--- src/design/vrs_defs.svh ---
// Constants for the reference sequencer: timing counts, codes and setpoint units
`ifndef VRS_DEFS_SVH
`define VRS_DEFS_SVH
`define VRS_CLK_NS        50
`define VRS_SW_PERIOD_NS  4500
`define VRS_SW_CLKS       (`VRS_SW_PERIOD_NS / `VRS_CLK_NS)
`define VRS_FIVE_SAMPLES  13'h004
`define VRS_SIX_SAMPLES   13'h006
`define VRS_FIVE_STABLE   4'hc
`define VRS_FIVE_STEP_END 2'h3
`define VRS_SIX_READS     2'h3
`define VRS_SS_LAST       4'hf
`define VRS_OFF5          5'h1f
`define VRS_CODE_OFF      6'h3f
`define VRS_BASE_LOW      8'h7c
`define VRS_BASE_HIGH     8'h94
`define VRS_SIX_WRAP      6'h14
`define VRS_SIX_BASE_A    8'h57
`define VRS_SIX_BASE_B    8'h95
`define VRS_OV_FIXED_A    8'h84
`define VRS_OV_FIXED_B    8'h9c
`define VRS_OV_MARGIN     8'h10
`endif

--- src/design/vrs_pkg.sv ---
// Types shared by the reference sequencer
package vrs_pkg;
    typedef enum logic [1:0] {VRS_FIVE_LOW, VRS_FIVE_HIGH, VRS_SIX} vrs_mode_e;
    typedef enum logic [1:0] {ST_IDLE, ST_DELAY, ST_RAMP, ST_RUN} vrs_state_e;
    typedef struct packed {
        logic lowOe;
        logic lowClamp;
        logic pwmEnable;
    } vrs_gate_s;
    typedef logic [7:0] vrs_units_t;
endpackage

--- src/design/vrs_sequencer.sv ---
// Voltage-select decode, start-up sequencing and overvoltage clamp control
`timescale 1ns/1ps
`include "vrs_defs.svh"

module vrs_sequencer import vrs_pkg::*; #(
    parameter int SW_CLKS = `VRS_SW_CLKS
) (
    input  wire logic       core_clk,
    input  wire logic       rstn,
    input  wire logic [1:0] tableMode,
    input  wire logic       voltSelectBit0,
    input  wire logic       voltSelectBit1,
    input  wire logic       voltSelectBit2,
    input  wire logic       voltSelectBit3,
    input  wire logic       voltSelectBit4,
    input  wire logic       voltSelectExtraBit,
    input  wire logic       porBiasOk,
    input  wire logic       driverSupplyOk,
    input  wire logic       thresholdEnableInput,
    input  wire logic       feedbackAboveRef,
    input  wire logic       overvoltageGuardTrip,
    input  wire logic       overvoltageGuardBelowHyst,
    output vrs_units_t      referenceSetpoint,
    output vrs_units_t      overvoltageThreshold,
    output vrs_gate_s       lowSideGate,
    output logic            overvoltageActive
);

    if (SW_CLKS < 6 || SW_CLKS > 4096) begin : g_chk
        $error("SW_CLKS must lie in 6..4096");
    end

    function automatic logic [13:0] fracStep(input logic [12:0] acc, input logic [12:0] inc);
        logic [12:0] sum;
        sum = acc + inc;
        if (sum >= 13'(SW_CLKS)) begin
            fracStep = {1'b1, 13'(sum - 13'(SW_CLKS))};
        end else begin
            fracStep = {1'b0, sum};
        end
    endfunction

    function automatic vrs_units_t decode(input vrs_mode_e m, input logic [5:0] c);
        decode = 8'h00;
        if (c[5:1] != `VRS_OFF5) begin
            case (m)
                VRS_FIVE_LOW:  decode = `VRS_BASE_LOW - {2'b00, c[5:1], 1'b0};
                VRS_FIVE_HIGH: decode = `VRS_BASE_HIGH - {2'b00, c[5:1], 1'b0};
                default: begin
                    if (c <= `VRS_SIX_WRAP) begin
                        decode = `VRS_SIX_BASE_A - {2'b00, c};
                    end else begin
                        decode = `VRS_SIX_BASE_B - {2'b00, c};
                    end
                end
            endcase
        end
    endfunction

    // Every pin passes two flops; the first is read by the second only
    logic [13:0] syncA_reg;
    logic [13:0] syncB_reg;
    always_ff @(posedge core_clk or negedge rstn) begin
        if (!rstn) begin
            syncA_reg <= 14'h0000;
            syncB_reg <= 14'h0000;
        end else begin
            syncA_reg <= {tableMode, voltSelectBit4, voltSelectBit3, voltSelectBit2,
                          voltSelectBit1, voltSelectBit0, voltSelectExtraBit, porBiasOk,
                          driverSupplyOk, thresholdEnableInput, feedbackAboveRef,
                          overvoltageGuardTrip, overvoltageGuardBelowHyst};
            syncB_reg <= syncA_reg;
        end
    end

    vrs_mode_e   mode;
    logic [5:0]  selNow;
    logic        porBoth;
    logic        enIn;
    logic        fbAbove;
    logic        ovTrip;
    logic        ovLow;
    assign mode    = vrs_mode_e'(syncB_reg[13:12]);
    assign selNow  = syncB_reg[11:6];
    assign porBoth = syncB_reg[5] & syncB_reg[4];
    assign enIn    = syncB_reg[3];
    assign fbAbove = syncB_reg[2];
    assign ovTrip  = syncB_reg[1];
    assign ovLow   = syncB_reg[0];

    // Switching-cycle strobe and fractional sample strobes
    logic [12:0] swCnt_reg;
    logic        cycStb_reg;
    logic [12:0] acc4_reg;
    logic [12:0] acc6_reg;
    logic        stb4_reg;
    logic        stb6_reg;
    logic [13:0] step4;
    logic [13:0] step6;
    assign step4 = fracStep(acc4_reg, `VRS_FIVE_SAMPLES);
    assign step6 = fracStep(acc6_reg, `VRS_SIX_SAMPLES);
    always_ff @(posedge core_clk or negedge rstn) begin
        if (!rstn) begin
            swCnt_reg  <= 13'h0000;
            cycStb_reg <= 1'b0;
            acc4_reg   <= 13'h0000;
            acc6_reg   <= 13'h0000;
            stb4_reg   <= 1'b0;
            stb6_reg   <= 1'b0;
        end else begin
            cycStb_reg <= (swCnt_reg == 13'(SW_CLKS - 1));
            swCnt_reg  <= (swCnt_reg == 13'(SW_CLKS - 1)) ? 13'h0000 : swCnt_reg + 13'h0001;
            acc4_reg   <= step4[12:0];
            stb4_reg   <= step4[13];
            acc6_reg   <= step6[12:0];
            stb6_reg   <= step6[13];
        end
    end

    logic       sixMode;
    assign sixMode = (mode != VRS_FIVE_LOW) && (mode != VRS_FIVE_HIGH);

    // Five-bit debounce: code must hold for a number of whole cycles
    logic [4:0] cand_reg;
    logic [3:0] stable_reg;
    always_ff @(posedge core_clk or negedge rstn) begin
        if (!rstn) begin
            cand_reg   <= `VRS_OFF5;
            stable_reg <= 4'h0;
        end else if (stb4_reg && selNow[5:1] != cand_reg) begin
            cand_reg   <= selNow[5:1];
            stable_reg <= 4'h0;
        end else if (cycStb_reg && stable_reg < `VRS_FIVE_STABLE) begin
            stable_reg <= stable_reg + 4'h1;
        end
    end

    // Six-bit debounce: consecutive equal readings
    logic [5:0] read_reg;
    logic [1:0] reads_reg;
    always_ff @(posedge core_clk or negedge rstn) begin
        if (!rstn) begin
            read_reg  <= `VRS_CODE_OFF;
            reads_reg <= 2'h0;
        end else if (stb6_reg) begin
            if (selNow != read_reg) begin
                read_reg  <= selNow;
                reads_reg <= 2'h1;
            end else if (reads_reg < `VRS_SIX_READS) begin
                reads_reg <= reads_reg + 2'h1;
            end
        end
    end

    logic [5:0] acc_reg;
    always_ff @(posedge core_clk or negedge rstn) begin
        if (!rstn) begin
            acc_reg <= `VRS_CODE_OFF;
        end else if (sixMode) begin
            if (reads_reg == `VRS_SIX_READS) begin
                acc_reg <= read_reg;
            end
        end else if (stable_reg == `VRS_FIVE_STABLE) begin
            acc_reg <= {cand_reg, 1'b0};
        end
    end

    logic noLoad;
    logic enable;
    assign noLoad = (acc_reg[5:1] == `VRS_OFF5);
    assign enable = porBoth && enIn && !noLoad;

    vrs_state_e state_reg;

    // Code in force; outside ST_IDLE, five-bit modes walk one table step at a time
    logic [5:0] cur_reg;
    logic [1:0] stepCnt_reg;
    logic       stepStb;
    assign stepStb = cycStb_reg && (stepCnt_reg == `VRS_FIVE_STEP_END);
    always_ff @(posedge core_clk or negedge rstn) begin
        if (!rstn) begin
            cur_reg     <= `VRS_CODE_OFF;
            stepCnt_reg <= 2'h0;
        end else if (sixMode || state_reg == ST_IDLE) begin
            cur_reg     <= acc_reg;
            stepCnt_reg <= 2'h0;
        end else if (cycStb_reg) begin
            stepCnt_reg <= stepCnt_reg + 2'h1;
            if (stepStb && cur_reg[5:1] != acc_reg[5:1]) begin
                cur_reg <= (cur_reg[5:1] < acc_reg[5:1]) ? {cur_reg[5:1] + 5'h01, 1'b0}
                                                         : {cur_reg[5:1] - 5'h01, 1'b0};
            end
        end
    end

    vrs_units_t setUnits;
    assign setUnits = decode(mode, cur_reg);

    // Start-up sequence
    logic [3:0] ssCnt_reg;
    vrs_units_t ramp_reg;
    logic       drvOn_reg;
    always_ff @(posedge core_clk or negedge rstn) begin
        if (!rstn) begin
            state_reg <= ST_IDLE;
            ssCnt_reg <= 4'h0;
            ramp_reg  <= 8'h00;
            drvOn_reg <= 1'b0;
        end else if (!enable) begin
            state_reg <= ST_IDLE;
            ssCnt_reg <= 4'h0;
            ramp_reg  <= 8'h00;
            drvOn_reg <= 1'b0;
        end else begin
            case (state_reg)
                ST_IDLE: begin
                    state_reg <= ST_DELAY;
                    ssCnt_reg <= 4'h0;
                end
                ST_DELAY: begin
                    if (cycStb_reg) begin
                        ssCnt_reg <= ssCnt_reg + 4'h1;
                        if (ssCnt_reg == `VRS_SS_LAST) begin
                            state_reg <= ST_RAMP;
                        end
                    end
                end
                ST_RAMP: begin
                    if (!fbAbove) begin
                        drvOn_reg <= 1'b1;
                    end
                    if (ramp_reg >= setUnits) begin
                        state_reg <= ST_RUN;
                        drvOn_reg <= 1'b1;
                    end else if (cycStb_reg) begin
                        ssCnt_reg <= ssCnt_reg + 4'h1;
                        if (ssCnt_reg == `VRS_SS_LAST) begin
                            ramp_reg <= ramp_reg + 8'h01;
                        end
                    end
                end
                ST_RUN: drvOn_reg <= 1'b1;
                default: state_reg <= ST_IDLE;
            endcase
        end
    end

    // Overvoltage threshold and non-latching clamp
    vrs_units_t fixedThr;
    vrs_units_t trackThr;
    logic       clampNext;
    assign fixedThr  = (mode == VRS_FIVE_HIGH) ? `VRS_OV_FIXED_B : `VRS_OV_FIXED_A;
    assign trackThr  = setUnits + `VRS_OV_MARGIN;
    // Set beats release; no latch so a transient clears by itself
    assign clampNext = porBoth && (ovTrip || (lowSideGate.lowClamp && !ovLow));

    always_ff @(posedge core_clk or negedge rstn) begin
        if (!rstn) begin
            overvoltageThreshold <= `VRS_OV_FIXED_A;
            referenceSetpoint    <= 8'h00;
        end else begin
            case (state_reg)
                ST_DELAY, ST_RAMP: begin
                    overvoltageThreshold <= (trackThr > fixedThr) ? trackThr : fixedThr;
                    referenceSetpoint    <= ramp_reg;
                end
                ST_RUN: begin
                    overvoltageThreshold <= trackThr;
                    referenceSetpoint    <= setUnits;
                end
                default: begin
                    overvoltageThreshold <= fixedThr;
                    referenceSetpoint    <= setUnits;
                end
            endcase
        end
    end

    always_ff @(posedge core_clk or negedge rstn) begin
        if (!rstn) begin
            lowSideGate       <= '0;
            overvoltageActive <= 1'b0;
        end else begin
            lowSideGate.lowOe     <= syncB_reg[5];
            lowSideGate.lowClamp  <= clampNext;
            lowSideGate.pwmEnable <= drvOn_reg && enable && !clampNext;
            overvoltageActive     <= clampNext;
        end
    end
endmodule

--- config.mk ---
export PLATFORM = sky130hd
export DESIGN_NAME = vrs_sequencer
export DESIGN_NICKNAME = d
export VERILOG_FILES = /design/src/design/vrs_pkg.sv /design/src/design/vrs_sequencer.sv
export VERILOG_INCLUDE_DIRS = /design/src /design/src/design
export SDC_FILE = /design/constraint.sdc
export NUM_CORES = 1
export LEC_CHECK = 0
export ABC_AREA = 1
export BUFFER_PORTS_ARGS = -buffer_cell sky130_fd_sc_hd__buf_2
export CORE_MARGIN = 2
export CORE_UTILIZATION = 56
export CTS_CLUSTER_SIZE = 40
export DETAILED_ROUTE_END_ITERATION = 16
export PLACE_DENSITY = 0.85
export SYNTH_ARGS = -nofsm -noshare
export SYNTH_HDL_FRONTEND = slang
export SYNTH_SLANG_ARGS = --single-unit
export TNS_END_PERCENT = 5
--- constraint.sdc ---
create_clock -name core_clk -period 2.8 [get_ports core_clk]
set_input_delay 0 -clock core_clk [delete_from_list [all_inputs] [get_ports core_clk]]
set_output_delay 0 -clock core_clk [all_outputs]
set_load 0.02 [all_outputs]
==> flow_summary.ini <==
[status]
status = finished, violations left
violations = setup timing

[sta]
final_hold_viol_count = 0
max_freq_ghz = 0.338
final.setup.tns_ns = -1.39
final.period_utilization_pct = 106
drv_slew = 0
setup_viol = 19
setup_ws_ns = -0.154
relSlewSlack_pct = 57.3
rsz0062_at_grt = true
fin_skew_ns = 0.00782
worstMarginPinSlew_ns = 0.641
whs_ns = 0.151
min_period_ns = 2.95

[clocking]
cts_sinks = 133
clkSlewWorstSetupHoldPaths_ns = 0.06
insertion_delay_ns = 0.42
cts_root_buf = clkbuf_16
clock_path_buffers = 2
cts-buffers-inserted = 17
htree_levels = 4
cts_tree = yes

[worst_setup_path]
crit_path_start = cur_reg[2]
critPathSlowestCell = dfstp_2
crit_path_start_kind = register
arrival_ns = 3.29
cp.required_ns = 3.13
path_cells = buf_12, ha_4, inv_2, nand2_2, a21oi_2, nor2_1, nor2_1, nor2_2, inv_2, ha_4, nand2_2, nor2_2, nand4_1, o2111ai_2, nand2_2, buf_6, o21ai_2, buf_6, nand2_2, o31ai_2
max_stage_delay_ns = 0.59
crit_family = simple AND/OR/NAND/NOR gates
endpoint_kind = register
crit_buf_inv = 5
critPathMaxFanout = 8
cp_common_cell = nand2_2
criticalPathCategory = register to register
timing.rr.start = cur_reg[2]

[pwr]
p_per_area_nw_per_um2 = 635
p_sw_share_pct = 28.5
power_mw = 5.65
power_switching_mw = 1.61
pwr-share-seq_pct = 37.4
peakVddDrop_mv = 0.436
p_int_mw = 4.04
clock_power_share_pct = 41.4
p_leak_nw = 4.43
p_comb_share_pct = 21.2

[drt]
first_pass_iters = 5
drc = 0
avgRoutedWirePerCell_um = 14.8
vias_per_cell = 5.43
via_count = 6202
ant_nets = 0
drt_iter0_markers = 541
wl_um = 16900

[synthesis]
synth_area_leaders = dfrtp_1 37%, nand2_1 9.9%, dfstp_2 9.1%
yosysTopAreaCellShare_pct = 37.4
synth.most_common_cell = nand2_1
synth_xor_area_share_pct = 5.65
synth.largest_area_cell = dfrtp_1
synth_seq_cells = 133
syn-num-nets = 921
synth_edf_count = 0
async_flop_share_pct = 100
syn_inst = 862
yosys-mux-area-fraction_pct = 0
synth_top_family_by_area = simple AND/OR/NAND/NOR gates
synth-main-ff-cell = dfrtp_1
synth_area_um2 = 7220
yosys_warnings = 0
seq_area_frac_synth_pct = 46.5
yosysUniqueCellTypes = 47
yosys-top-cells-count = 191 x nand2_1, 123 x inv_1, 108 x dfrtp_1
syn_area_per_cell_um2 = 8.38
synth_fa_ha_area_share_pct = 7.55
synthSimpleGateAreaFrac_pct = 23.0
synth_compound_area_share_pct = 9.68

[place]
pre_cts_ws_ns = -0.0242
gp_congestion = 0.949
portBuffers = 35
dp_hpwl_um = 10300
place_area_um2 = 7750
placedCellCount = 1083

[global_route]
antenna_found_initial = 0
grt_pass1_vias = 5872
grt_pass1_wl_um = 26800
gr-usage-all-layers_pct = 23.8
grt_start_max_net_pins = 72
overflow = 0

[floorplan]
core.rowCount = 41
ios = 36
die_area_um2 = 13800
dieWidth_um = 118
initial_core_util_pct = 57.2
core-area_um2 = 12600
die_h_um = 118

[final_layout]
diodes = 0
fillers = 884
area_growth_pct = 23.2
nNetsFinal = 1017
utilization_pct = 70.5
drive_gt1_share_pct = 22.5
stdcell_count = 1143
fin_area_um2 = 8900

[hold_path]
hp-class = input pin to async pin

[job]
max-cap-violations = 0
final cells by class:
cell class                 count  area, um^2  share of cell area, %
clock buffer                  21         480                   5.40
tap                          172         215                   2.42
sequential                   133        3360                   37.8
clock inverter                11         148                   1.66
multi-input combinational    588        3560                   40.0
timing repair buffer          88         648                   7.28
inverter                     130         488                   5.48
final timing paths:
path | slack [ns] | cells after the start | end
max | -0.15 | 20 | ssCnt_reg[3]
min in group core_clk | 0.22 | 2 | syncA_reg[1]
min | 0.15 | 2 | syncB_reg[7]
min reg2reg | 0.34 | 0 | syncB_reg[4]
max in group asynchronous | 1.83 | 3 | overvoltageThreshold[2]
max reg2reg | -0.15 | 20 | ssCnt_reg[3]
kinds of logic after synthesis:
family,after synthesis
compound gates,124
flops,133
buf+inv,141
simple gates,377
fa+ha+maj,43
xor+xnor,44
placed cells by master (no fill, tap or decap), types with 17 or more instances in the layout:
cell type	Yosys	layout
nand2_2	7	18
nor2_1	74	72
a21oi_1	28	24
dfstp_2	25	25
buf_2	1	34
ha_1	42	34
nand3_1	50	46
xnor2_1	18	17
nand2_1	191	176
buf_4	2	32
inv_1	123	118
xor2_1	23	23
o21ai_0	61	53
dfrtp_1	108	108
clkbuf_16	0	17
power groups by stage:
| stage | clock network, mW | logic, mW | registers, mW |
|---|---|---|---|
| global placement | 0 | 0.863 | 2.14 |
| global route | 2.45 | 1.32 | 2.12 |
| CTS | 2.36 | 0.923 | 2.11 |
| finish | 2.34 | 1.20 | 2.11 |
| detailed placement | 0 | 0.878 | 2.14 |
| floorplan | 0 | 0.523 | 2.18 |
per-layer routing:
metal / wire length [um] / vias up / GRT usage (%)
li1: - / 2953 / -
met1: 6760 / 2939 / 28.0
met2: 8530 / 226 / 42.0
met3: 842 / 84 / 4.99
met4: 768 / 0 / 10.5
met5: 0 / - / 0
timing repair:
item,in CTS,in global routing
hold buffers,15,0
pin swaps,0,24
setup endpoints to repair,10,24
endpoints found under the hold margin,82,0
buffers inserted,0,14
gates resized for setup,6,61
Note: power is estimated with default switching activity, not from simulation.
